===== src/rtl/gpx_pkg.sv =====
// Package with register map, field positions and types for the GPIO port block.
package gpx_pkg;
    localparam logic [7:0] ADDR_IRQ_FLAG = 8'h06;
    localparam logic [7:0] ADDR_IRQ_EN = 8'h07;
    localparam logic [7:0] ADDR_P1_DATA = 8'h20;
    localparam logic [7:0] ADDR_P1_DIR = 8'h21;
    localparam logic [7:0] ADDR_P1_PU = 8'h22;
    localparam logic [7:0] ADDR_P1_ANA = 8'h23;
    localparam logic [7:0] ADDR_P2_DATA = 8'h24;
    localparam logic [7:0] ADDR_P2_DIR = 8'h25;
    localparam logic [7:0] ADDR_P2_PU = 8'h26;
    localparam logic [7:0] ADDR_P2_MODE = 8'h27;
    localparam logic [7:0] ADDR_P3_DATA = 8'h28;
    localparam logic [7:0] ADDR_P3_DIR = 8'h29;
    localparam logic [7:0] ADDR_P3_PU = 8'h2a;
    localparam logic [7:0] ADDR_P3_MODE = 8'h2b;
    localparam logic [7:0] ADDR_P2_OD = 8'h37;
    // Reset values.
    localparam logic [7:0] RST_ZERO = 8'h00;
    localparam logic [7:0] RST_OD = 8'h18;
    // Writable bit masks for mixed-access registers.
    localparam logic [7:0] MASK_MODE = 8'h9f;
    localparam logic [7:0] MASK_OD = 8'h18;
    // Bits of port 1 that have an analog path.
    localparam logic [7:0] MASK_ANA = 8'h3f;
    // Interrupt enable register: global enable bit, ext enables at bits 0..3.
    localparam int GIE_BIT = 7;
    localparam logic [1:0] TRIG_FALL = 2'h0;
    localparam logic [1:0] TRIG_RISE = 2'h1;
    // Bus request from the core.
    typedef struct packed {
        logic wr;
        logic rd;
        logic [7:0] addr;
        logic [7:0] wdata;
    } gpx_req_t;
    // Pad control for one 8-bit port.
    typedef struct packed {
        logic [7:0] out;
        logic [7:0] oe;
        logic [7:0] pu;
    } gpx_pad_t;
endpackage


===== src/rtl/gpx_ports.sv =====
// Three 8-bit GPIO ports with four external interrupt inputs.
`timescale 1ns/1ps
`default_nettype none
module gpx_ports
(
    // Clock and reset.
    input wire logic clk,
    input wire logic nrst,
    // Internal data bus.
    input wire gpx_pkg::gpx_req_t req,
    output logic [7:0] rdata,
    // Pads, sampled levels after the Schmitt input stage.
    input wire logic [7:0] p1_in,
    input wire logic [7:0] p2_in,
    input wire logic [7:0] p3_in,
    output gpx_pkg::gpx_pad_t p1_pad,
    output gpx_pkg::gpx_pad_t p2_pad,
    output gpx_pkg::gpx_pad_t p3_pad,
    // Analog path enables for port 1 pins.
    output logic [7:0] analog_en,
    // Interrupt request to the core.
    output logic irq
);
    logic [7:0] p1_dat_q, p1_dat_d, p1_dir_q, p1_dir_d, p1_pu_q, p1_pu_d, ana_q, ana_d;
    logic [7:0] p2_dat_q, p2_dat_d, p2_dir_q, p2_dir_d, p2_pu_q, p2_pu_d, p2_mode_q, p2_mode_d;
    logic [7:0] p3_dat_q, p3_dat_d, p3_dir_q, p3_dir_d, p3_pu_q, p3_pu_d, p3_mode_q, p3_mode_d;
    logic [7:0] od_q, od_d, iflag_q, iflag_d, ien_q, ien_d, rdata_d, rdata_q;
    logic [7:0] s1a_q, s1b_q, s2a_q, s2b_q, s3a_q, s3b_q;
    logic [3:0] ext_pin, ext_trig, ext_lvl;
    logic [7:0] ext_mode;
    logic irq_d, irq_q;
    logic [7:0] analog_en_d;
    gpx_pkg::gpx_pad_t p1_d, p2_d, p3_d, p1_q, p2_q, p3_q;

    // External interrupt lines: port 2 bits 0,1 and port 3 bits 0,1.
    assign ext_pin = {p3_in[1], p3_in[0], p2_in[1], p2_in[0]};
    assign ext_mode = {p3_mode_q[3:0], p2_mode_q[3:0]};

    // One detector per interrupt line, each with its own synchroniser.
    genvar g;
    generate
        for (g = 0; g < 4; g++)
        begin : g_ext
            gpx_edge u_edge
            (
                .clk(clk),
                .nrst(nrst),
                .pin(ext_pin[g]),
                .mode(ext_mode[2*g+1:2*g]),
                .level(ext_lvl[g]),
                .trig(ext_trig[g])
            );
        end
    endgenerate

    // Register writes; each register holds until the next write to it, except flag bits 3:0, which triggers also set.
    always_comb
    begin
        p1_dat_d = p1_dat_q;
        p1_dir_d = p1_dir_q;
        p1_pu_d = p1_pu_q;
        ana_d = ana_q;
        p2_dat_d = p2_dat_q;
        p2_dir_d = p2_dir_q;
        p2_pu_d = p2_pu_q;
        p2_mode_d = p2_mode_q;
        p3_dat_d = p3_dat_q;
        p3_dir_d = p3_dir_q;
        p3_pu_d = p3_pu_q;
        p3_mode_d = p3_mode_q;
        od_d = od_q;
        ien_d = ien_q;
        iflag_d = iflag_q;
        if (req.wr)
        begin
            if (req.addr == gpx_pkg::ADDR_P1_DATA)
                p1_dat_d = req.wdata;
            else if (req.addr == gpx_pkg::ADDR_P1_DIR)
                p1_dir_d = req.wdata;
            else if (req.addr == gpx_pkg::ADDR_P1_PU)
                p1_pu_d = req.wdata;
            else if (req.addr == gpx_pkg::ADDR_P1_ANA)
                ana_d = req.wdata;
            else if (req.addr == gpx_pkg::ADDR_P2_DATA)
                p2_dat_d = req.wdata;
            else if (req.addr == gpx_pkg::ADDR_P2_DIR)
                p2_dir_d = req.wdata;
            else if (req.addr == gpx_pkg::ADDR_P2_PU)
                p2_pu_d = req.wdata;
            else if (req.addr == gpx_pkg::ADDR_P2_MODE)
                p2_mode_d = req.wdata & gpx_pkg::MASK_MODE;
            else if (req.addr == gpx_pkg::ADDR_P3_DATA)
                p3_dat_d = req.wdata;
            else if (req.addr == gpx_pkg::ADDR_P3_DIR)
                p3_dir_d = req.wdata;
            else if (req.addr == gpx_pkg::ADDR_P3_PU)
                p3_pu_d = req.wdata;
            else if (req.addr == gpx_pkg::ADDR_P3_MODE)
                p3_mode_d = req.wdata & gpx_pkg::MASK_MODE;
            else if (req.addr == gpx_pkg::ADDR_P2_OD)
                od_d = req.wdata & gpx_pkg::MASK_OD;
            else if (req.addr == gpx_pkg::ADDR_IRQ_EN)
                ien_d = req.wdata;
            else if (req.addr == gpx_pkg::ADDR_IRQ_FLAG)
                iflag_d = req.wdata;
        end
        // A trigger in the same cycle as a flag write still sets the flag.
        iflag_d[3:0] = iflag_d[3:0] | ext_trig;
    end

    // Pad drive. Open drain only drives low; a one releases the pin.
    always_comb
    begin
        p1_d.out = p1_dat_q;
        p1_d.oe = p1_dir_q;
        p1_d.pu = p1_pu_q;
        p2_d.out = p2_dat_q;
        p2_d.oe = p2_dir_q;
        p2_d.pu = p2_pu_q;
        p2_d.out[4:3] = p2_dat_q[4:3] & ~od_q[4:3];
        p2_d.oe[4:3] = p2_dir_q[4:3] & ~(od_q[4:3] & p2_dat_q[4:3]);
        p3_d.out = p3_dat_q;
        p3_d.oe = p3_dir_q;
        p3_d.pu = p3_pu_q;
        irq_d = ien_q[gpx_pkg::GIE_BIT] & (|(iflag_q[3:0] & ien_q[3:0]));
        analog_en_d = ~ana_q & gpx_pkg::MASK_ANA;
    end

    // Input synchronisers for the plain port reads.
    always_ff @(posedge clk or negedge nrst)
    begin
        if (!nrst)
        begin
            s1a_q <= gpx_pkg::RST_ZERO;
            s1b_q <= gpx_pkg::RST_ZERO;
            s2a_q <= gpx_pkg::RST_ZERO;
            s2b_q <= gpx_pkg::RST_ZERO;
            s3a_q <= gpx_pkg::RST_ZERO;
            s3b_q <= gpx_pkg::RST_ZERO;
        end
        else
        begin
            s1a_q <= p1_in;
            s1b_q <= s1a_q;
            s2a_q <= p2_in;
            s2b_q <= s2a_q;
            s3a_q <= p3_in;
            s3b_q <= s3a_q;
        end
    end

    // Read mux. Port 1 digital path is gated by the analog disable bit, except bits 6 and 7.
    always_comb
    begin
        rdata_d = gpx_pkg::RST_ZERO;
        if (req.rd)
        begin
            if (req.addr == gpx_pkg::ADDR_P1_DATA)
                rdata_d = s1b_q & (ana_q | ~gpx_pkg::MASK_ANA);
            else if (req.addr == gpx_pkg::ADDR_P1_DIR)
                rdata_d = p1_dir_q;
            else if (req.addr == gpx_pkg::ADDR_P1_PU)
                rdata_d = p1_pu_q;
            else if (req.addr == gpx_pkg::ADDR_P1_ANA)
                rdata_d = ana_q;
            else if (req.addr == gpx_pkg::ADDR_P2_DATA)
                rdata_d = {s2b_q[7:2], ext_lvl[1:0]};
            else if (req.addr == gpx_pkg::ADDR_P2_DIR)
                rdata_d = p2_dir_q;
            else if (req.addr == gpx_pkg::ADDR_P2_PU)
                rdata_d = p2_pu_q;
            else if (req.addr == gpx_pkg::ADDR_P2_MODE)
                rdata_d = p2_mode_q;
            else if (req.addr == gpx_pkg::ADDR_P3_DATA)
                rdata_d = {s3b_q[7:2], ext_lvl[3:2]};
            else if (req.addr == gpx_pkg::ADDR_P3_DIR)
                rdata_d = p3_dir_q;
            else if (req.addr == gpx_pkg::ADDR_P3_PU)
                rdata_d = p3_pu_q;
            else if (req.addr == gpx_pkg::ADDR_P3_MODE)
                rdata_d = p3_mode_q;
            else if (req.addr == gpx_pkg::ADDR_P2_OD)
                rdata_d = od_q;
            else if (req.addr == gpx_pkg::ADDR_IRQ_EN)
                rdata_d = ien_q;
            else if (req.addr == gpx_pkg::ADDR_IRQ_FLAG)
                rdata_d = iflag_q;
        end
    end

    // State registers; data latches reset to zero since their power-up value is undefined.
    always_ff @(posedge clk or negedge nrst)
    begin
        if (!nrst)
        begin
            p1_dat_q <= gpx_pkg::RST_ZERO;
            p1_dir_q <= gpx_pkg::RST_ZERO;
            p1_pu_q <= gpx_pkg::RST_ZERO;
            ana_q <= gpx_pkg::RST_ZERO;
            p2_dat_q <= gpx_pkg::RST_ZERO;
            p2_dir_q <= gpx_pkg::RST_ZERO;
            p2_pu_q <= gpx_pkg::RST_ZERO;
            p2_mode_q <= gpx_pkg::RST_ZERO;
            p3_dat_q <= gpx_pkg::RST_ZERO;
            p3_dir_q <= gpx_pkg::RST_ZERO;
            p3_pu_q <= gpx_pkg::RST_ZERO;
            p3_mode_q <= gpx_pkg::RST_ZERO;
            od_q <= gpx_pkg::RST_OD;
            ien_q <= gpx_pkg::RST_ZERO;
            iflag_q <= gpx_pkg::RST_ZERO;
            rdata_q <= gpx_pkg::RST_ZERO;
            p1_q <= '0;
            p2_q <= '0;
            p3_q <= '0;
            analog_en <= gpx_pkg::RST_ZERO;
            irq_q <= 1'b0;
        end
        else
        begin
            p1_dat_q <= p1_dat_d;
            p1_dir_q <= p1_dir_d;
            p1_pu_q <= p1_pu_d;
            ana_q <= ana_d;
            p2_dat_q <= p2_dat_d;
            p2_dir_q <= p2_dir_d;
            p2_pu_q <= p2_pu_d;
            p2_mode_q <= p2_mode_d;
            p3_dat_q <= p3_dat_d;
            p3_dir_q <= p3_dir_d;
            p3_pu_q <= p3_pu_d;
            p3_mode_q <= p3_mode_d;
            od_q <= od_d;
            ien_q <= ien_d;
            iflag_q <= iflag_d;
            rdata_q <= rdata_d;
            p1_q <= p1_d;
            p2_q <= p2_d;
            p3_q <= p3_d;
            analog_en <= analog_en_d;
            irq_q <= irq_d;
        end
    end

    assign rdata = rdata_q;
    assign p1_pad = p1_q;
    assign p2_pad = p2_q;
    assign p3_pad = p3_q;
    assign irq = irq_q;

    // Checks.
    AST_P1_LATCH: assert property (@(posedge clk) disable iff (!nrst)
        req.wr && req.addr == gpx_pkg::ADDR_P1_DATA |-> ##2 p1_pad.out == $past(req.wdata, 2))
        else $error("port 1 output not latched");
    AST_P1_HOLD: assert property (@(posedge clk) disable iff (!nrst)
        !$past(req.wr) |-> $stable(p1_dat_q))
        else $error("port 1 latch changed without write");
    AST_OD_RESET: assert property (@(posedge clk) disable iff (!nrst)
        $rose(nrst) |-> od_q[4:3] == 2'b11)
        else $error("open drain reset wrong");
    AST_OD_HIGH: assert property (@(posedge clk) disable iff (!nrst)
        od_q[3] && p2_dat_q[3] |=> !p2_pad.oe[3])
        else $error("open drain drove high");
    AST_P1_DIR: assert property (@(posedge clk) disable iff (!nrst)
        1'b1 |=> p1_pad.oe == $past(p1_dir_q))
        else $error("port 1 direction wrong");
    AST_ANA_GATE: assert property (@(posedge clk) disable iff (!nrst)
        req.rd && req.addr == gpx_pkg::ADDR_P1_DATA && !ana_q[0] |=> rdata[0] == 1'b0)
        else $error("analog pin leaked digital level");
    AST_HIGH_DIG: assert property (@(posedge clk) disable iff (!nrst)
        req.rd && req.addr == gpx_pkg::ADDR_P1_DATA |=> rdata[7:6] == $past(s1b_q[7:6]))
        else $error("bits 7:6 not digital");
    AST_FLAG_SET: assert property (@(posedge clk) disable iff (!nrst)
        ext_trig[0] |=> iflag_q[0])
        else $error("trigger lost");
    AST_IRQ: assert property (@(posedge clk) disable iff (!nrst)
        iflag_q[0] && ien_q[0] && ien_q[gpx_pkg::GIE_BIT] |=> irq)
        else $error("irq not raised");
    AST_FALL: assert property (@(posedge clk) disable iff (!nrst)
        p2_mode_q[1:0] == gpx_pkg::TRIG_FALL && ext_trig[0] |-> !ext_lvl[0])
        else $error("falling trigger at high level");
endmodule
`default_nettype wire


===== src/rtl/gpx_edge.sv =====
// Synchroniser and trigger detector for one external interrupt line.
`timescale 1ns/1ps
`default_nettype none
module gpx_edge
(
    // Clock and reset.
    input wire logic clk,
    input wire logic nrst,
    // Pin and mode.
    input wire logic pin,
    input wire logic [1:0] mode,
    // Result.
    output logic level,
    output logic trig
);
    logic s1_q, s1_d, s2_q, s2_d, s3_q, s3_d;

    // Two flops clean the Schmitt-trigger pin; a third holds the previous level.
    always_comb
    begin
        s1_d = pin;
        s2_d = s1_q;
        s3_d = s2_q;
    end

    always_ff @(posedge clk or negedge nrst)
    begin
        if (!nrst)
        begin
            s1_q <= 1'b0;
            s2_q <= 1'b0;
            s3_q <= 1'b0;
        end
        else
        begin
            s1_q <= s1_d;
            s2_q <= s2_d;
            s3_q <= s3_d;
        end
    end

    assign level = s2_q;

    // Compare successive synchronised levels against the selected direction.
    always_comb
    begin
        if (mode == gpx_pkg::TRIG_FALL)
            trig = s3_q & ~s2_q;
        else if (mode == gpx_pkg::TRIG_RISE)
            trig = ~s3_q & s2_q;
        else
            trig = s3_q ^ s2_q;
    end
endmodule
`default_nettype wire


===== config.mk =====
export PLATFORM = sky130hd
export DESIGN_NAME = gpx_ports
export DESIGN_NICKNAME = d
export VERILOG_FILES = /design/src/rtl/gpx_pkg.sv /design/src/rtl/gpx_ports.sv /design/src/rtl/gpx_edge.sv
export SDC_FILE = /design/constraint.sdc
export NUM_CORES = 1
export LEC_CHECK = 0
export CAP_MARGIN = 20
export CORE_AREA = 2 2 128 130
export DETAILED_ROUTE_END_ITERATION = 8
export DIE_AREA = 0 0 130 132
export DONT_BUFFER_PORTS = 1
export MAX_ROUTING_LAYER = met4
export PLACE_DENSITY = 0.74
export SETUP_SLACK_MARGIN = 0.5
export SYNTH_ARGS = -nofsm -noshare
export SYNTH_HDL_FRONTEND = slang
export SYNTH_SLANG_ARGS = --single-unit

===== constraint.sdc =====
create_clock -name clk -period 3.6 [get_ports clk]
set_clock_uncertainty 0.2 [all_clocks]
set_input_delay 0.72 -clock clk [delete_from_list [all_inputs] [get_ports clk]]
set_output_delay 0.72 -clock clk [all_outputs]
set_load 0.02 [all_outputs]

==> results_dict.tcl, run 1 <==
set metrics [dict create \
    seqCellArea_mm2 0.006233 \
    fmax_mhz 380.2 \
    die_w_um 130 \
    routed-via-count 5206 \
    vias_per_cell 5.984 \
    slew_viol_final 0 \
    cts-buffers-inserted 24 \
    worst-slew-pin-transition_ns 0.7234 \
    place_congestion 0.8663 \
    die_area_mm2 0.01716 \
    nFillCells 1110 \
    grt_max_degree 250 \
    synth_ff_type "dfrtp_1" \
    clkLatencyLatePin_ns 0.53 \
    cts_tree "yes" \
    routed_wl_mm 21.18 \
    die_h_um 132 \
    dp_slack_ns 0.4944 \
    grtUsageTotal_pct 25.72 \
    grt_setup_unrepaired "no" \
    ys_types 58 \
    crit_path_end_kind "flip-flop" \
    powerDensity_mw_per_mm2 561.4 \
    syn_inst 619 \
    ant_nets 0 \
    fin_ws_ns 0.9699 \
    io_pins 133 \
    crit_type "in2reg" \
    status "complete, but fails checks" \
    post_cts_buffers 0 \
    htree_levels 1 \
    max_slew_margin_pct 51.72 \
    fin_cells 870 \
    drive_gt1_share_pct 28.90 \
    coreArea_mm2 0.01571 \
    syn_area_mm2 0.009263 \
    cts-resized-gates 0 \
    seq_area_frac_synth_pct 67.30 \
    cts_buffer_depth 3 \
    holdWs_ns -0.3214 \
    n_antenna_cell 0 \
    post-synth-top-count-cell "dfrtp_1" \
    hold_viol 249 \
    fin_setup_tns_ns 0 \
    drtIter0Drc 383 \
    drc 0 \
    synthTopCellsByArea "dfrtp_1 (67%), mux2_2 (14%), mux4_2 (1.9%)" \
    synth-seq-cells 249 \
    multiInputGateArea_mm2 0.002830 \
    leakage_nw 4.952 \
    dr.pass1.iters 5 \
    grt_pass1_vias 5271 \
    dp_cells 817 \
    fin_crit_ns 2.630 \
    yosys_warnings 0 \
    setup_viol 0 \
    wl_per_cell_um 24.35 \
    ir_drop_uv 461.4 \
    async_flop_share_pct 100.0 \
    antenna_found_initial 0 \
    start_util_pct 58.95 \
    cts_root_buffer "clkbuf_16" \
    cp-start-kind "input pin" \
    place_hpwl_mm 13.99 \
    ctsHoldBuffers 1 \
    synth_top_area_cell "dfrtp_1" \
    period_share_pct 73.06 \
    io_buffer_count 0 \
    synth_edf_count 0 \
    critical_path_required_ns 3.82 \
    synth_area_per_cell_um2 14.96 \
    p_total_w 0.005843 \
    cts_sinks 249 \
    synth_top_cell_area_share_pct 66.73 \
    cts.clk_slew.worst_paths_ns 0.07 \
    path_max_fanout 13 \
    rows 46 \
    synth_common_cells "dfrtp_1 (247), mux2_2 (119), nand2_1 (29)" \
    nets 690 \
    violations "negative hold slack" \
    arrival_ns 2.85 \
    grt_overflow_total 0 \
    hp-class "in2async" \
    areaGrowthSynthToFinish_pct 12.36 \
    maxCapViolCount 0 \
    grt_pass1_wl_mm 31.85 \
]
==> cell families after synthesis <==
kind of cell,Yosys count,share of synthesized area [%]
compound gates,81,5.903
simple gates,97,5.998
buf+inv,46,2.188
mux,137,17.49
flops,249,67.30
other cells,1,0.04049
fa+ha+maj,8,1.081
==> stage by stage <==
step / area (µm²) / util (%) / hold WS [ns]
3_5_place_dp: 9469 / 60.26 / 0.1347
2_1_floorplan: 9266 / - / 0.1312
3_3_place_gp: 9469 / 60.26 / 0.1327
6_report: 10410 / 66.24 / -0.3214
5_1_grt: 10410 / 66.24 / -0.3363
4_1_cts: 10310 / 65.60 / -0.3268
==> final cells by class <==
| cell class | instances | area share, % |
|---|---|---|
| Tap cell | 216 | 2.597 |
| Timing Repair Buffer | 20 | 1.707 |
| Sequential cell | 249 | 59.89 |
| Multi-Input combinational cell | 325 | 27.19 |
| Clock inverter | 8 | 1.250 |
| Clock buffer | 34 | 6.708 |
| Inverter | 18 | 0.6492 |
==> per-layer routing <==
metal / part of all wire, % / routed length [µm] / global-route usage, %
met1: 42 / 9002 / 35.95
met2: 49 / 10280 / 39.53
met3: 7.3 / 1552 / 5.438
met4: 1.7 / 350 / 5.675
met5: 0 / 0 / -
==> final timing paths <==
kind	start	endpoint	slack [ns]	cells past startpoint
min	nrst	s3b_q[7]	-0.32	0
min in group clk	p1_in[2]	s1a_q[2]	0.02	0
max	req[12]	p1_pu_q[7]	0.97	4
max reg2reg	p3_mode_q[3]	rdata[3]	1.78	4
min reg2reg	s1a_q[0]	s1b_q[0]	0.15	0
max in group asynchronous	nrst	od_q[3]	3.32	0
==> cells in the final DEF (no fill, tap or decap), types with 9 or more instances in the layout <==
| cell | instances |
|---|---|
| buf_4 | 9 |
| mux2i_1 | 10 |
| mux2_2 | 119 |
| dfrtp_1 | 247 |
| o21ai_0 | 23 |
| nor2_1 | 14 |
| inv_1 | 18 |
| nand2_1 | 29 |
| clkbuf_16 | 24 |
| dlygate4sd3_1 | 11 |
| nand3_1 | 10 |
| a21oi_1 | 9 |
==> where the power goes <==
part / switching (W) / internal (W)
Combinational: 0.0000791 / 0.000103
Sequential: 0.000134 / 0.00293
Clock: 0.00103 / 0.00157
Total: 0.00125 / 0.00460
==> worst max-delay path: stages <==
cell and delay [ns]:
or4b_1 0.76, nor3_4 0.57, nand3_2 0.40, mux2_2 0.38
No activity file was read; power rests on OpenSTA's default activity.
==> run 2: changes to the inputs <==
- clock period: 3.6 -> 2.59 ns (I/O delays scaled with it)
==> run 2 against run 1 <==
Effect of this change: the run still ends with negative hold slack left; global-route usage is 1.5 points higher; first-iteration DRC count is 17% higher; non-clock buffer count is 41 higher; clock-buffer cell count stayed put; cell count is 4.8% higher; via count is 2.1% higher; clock power is 35% higher; sequential power is 39% higher; utilization is 2.5 points higher; highest routed layer unchanged.
==> results_dict.tcl, run 2 (synthesized netlist as in run 1, its figures left out) <==
set metrics [dict create \
    status "complete, but fails checks" \
    max_stage_delay_ns 0.62 \
    arrival_ns 2.25 \
    antenna_found_initial 2 \
    critical_path_required_ns 2.80 \
    slowest_stage "or4b_4" \
    final_cell_mix "dfrtp_1 (247), mux2_2 (118), dlygate4sd3_1 (35)" \
    crit_path_end_kind "flip-flop" \
    clkLatencyLatePin_ns 0.51 \
    grt_max_degree 250 \
    cp-start-kind "input pin" \
    fin_cells 912 \
    die_w_um 130 \
    fin_crit_ns 2.039 \
    routed-via-count 5316 \
    wl_per_cell_um 23.99 \
    setup_viol 0 \
    cts_root_buffer "clkbuf_16" \
    grt_overflow_total 0 \
    grt_pass1_wl_mm 33.93 \
    place_congestion 0.8883 \
    leakage_nw 5.125 \
    io_buffer_count 0 \
    vias_per_cell 5.829 \
    cts_tree "yes" \
    rows 46 \
    place_hpwl_mm 14.37 \
    nets 730 \
    coreArea_mm2 0.01571 \
    slew_viol_final 0 \
    path_buf_inv 0 \
    cts-buffers-inserted 23 \
    hp-class "in2async" \
    fmax_mhz 490.5 \
    routed_wl_mm 21.88 \
    cts_buffer_depth 3 \
    powerDensity_mw_per_mm2 748.2 \
    crit_type "in2reg" \
    ctsHoldBuffers 35 \
    ant_nets 0 \
    htree_levels 1 \
    dr.pass1.iters 4 \
    die_h_um 132 \
    grt_pass1_vias 5691 \
    ir_drop_uv 670.7 \
    drc 0 \
    hold_viol 248 \
    worst-slew-pin-transition_ns 0.7332 \
    cts.clk_slew.worst_paths_ns 0.06 \
    violations "negative hold slack" \
    p_total_w 0.008086 \
    cts-resized-gates 0 \
    crit_family "simple AND/OR/NAND/NOR gates" \
    maxCapViolCount 0 \
    path_max_fanout 8 \
    layout_commonest_cell "dfrtp_1" \
    path_cells "or4b_4, nor2_4, a21oi_1, or4_1, a31oi_1" \
    grtUsageTotal_pct 27.21 \
    areaGrowthSynthToFinish_pct 16.67 \
    dp_cells 832 \
    grt_setup_unrepaired "no" \
    io_pins 133 \
    holdWs_ns -0.4982 \
    fin_setup_tns_ns 0 \
    drtIter0Drc 448 \
    max_slew_margin_pct 51.12 \
    fin_util_pct 68.78 \
    cts_sinks 249 \
    start_util_pct 58.95 \
    die_area_mm2 0.01716 \
    drive_gt1_share_pct 30.12 \
    period_share_pct 78.72 \
]
run 2: through the flow:
stage	area, µm²	setup WS (ns)
after floorplan	9328	0.3124
after global placement	9639	0.05413
after detailed placement	9639	0.06497
after CTS	10790	0.5728
after global routing	10810	0.5000
final	10810	0.5511
run 2: timing repair:
action	4_1_cts	5_1_grt
hold endpoints to repair	389	249
setup endpoints to repair	0	1
setup buffers	0	2
run 2: path summary, 6_finish.rpt:
path,slack (ns),endpoint,start,cells past startpoint
worst max-delay path,0.55,rdata[2],req[12],5
worst min-delay path,-0.50,p1_pad[6],nrst,0
worst max register to register,0.84,rdata[2],ien_q[2],4
worst min register to register,0.15,s2b_q[1],s2a_q[1],0
max in group asynchronous,2.07,p1_dat_q[1],nrst,0
min in group clk,0.02,rdata[1],req[16],2
run 2: report_power, final:
group | internal [W] | switching, W | total (W)
logic | 0.000172 | 0.000151 | 0.000322
clock network | 0.00211 | 0.00140 | 0.00351
registers | 0.00407 | 0.000185 | 0.00425
total | 0.00635 | 0.00173 | 0.00809
run 2: layout make-up:
| type | instances | area, µm² |
|---|---|---|
| sequential | 249 | 6233 |
| inverter | 18 | 67.56 |
| antenna | 2 | 5.005 |
| timing repair buffer | 61 | 558.0 |
| clock buffer | 34 | 676.9 |
| clock inverter | 7 | 120.1 |
| tap | 216 | 270.3 |
| multi-input combinational | 325 | 2875 |
| fill | 1082 | 4906 |
run 2: routing by layer:
metal	vias up	part of all wire (%)	track usage [%]
met3	44	5.5	5.235
met4	0	2.9	8.602
met1	2772	43	37.46
li1	2320	-	-
met2	180	48	41.45
met5	-	0	-
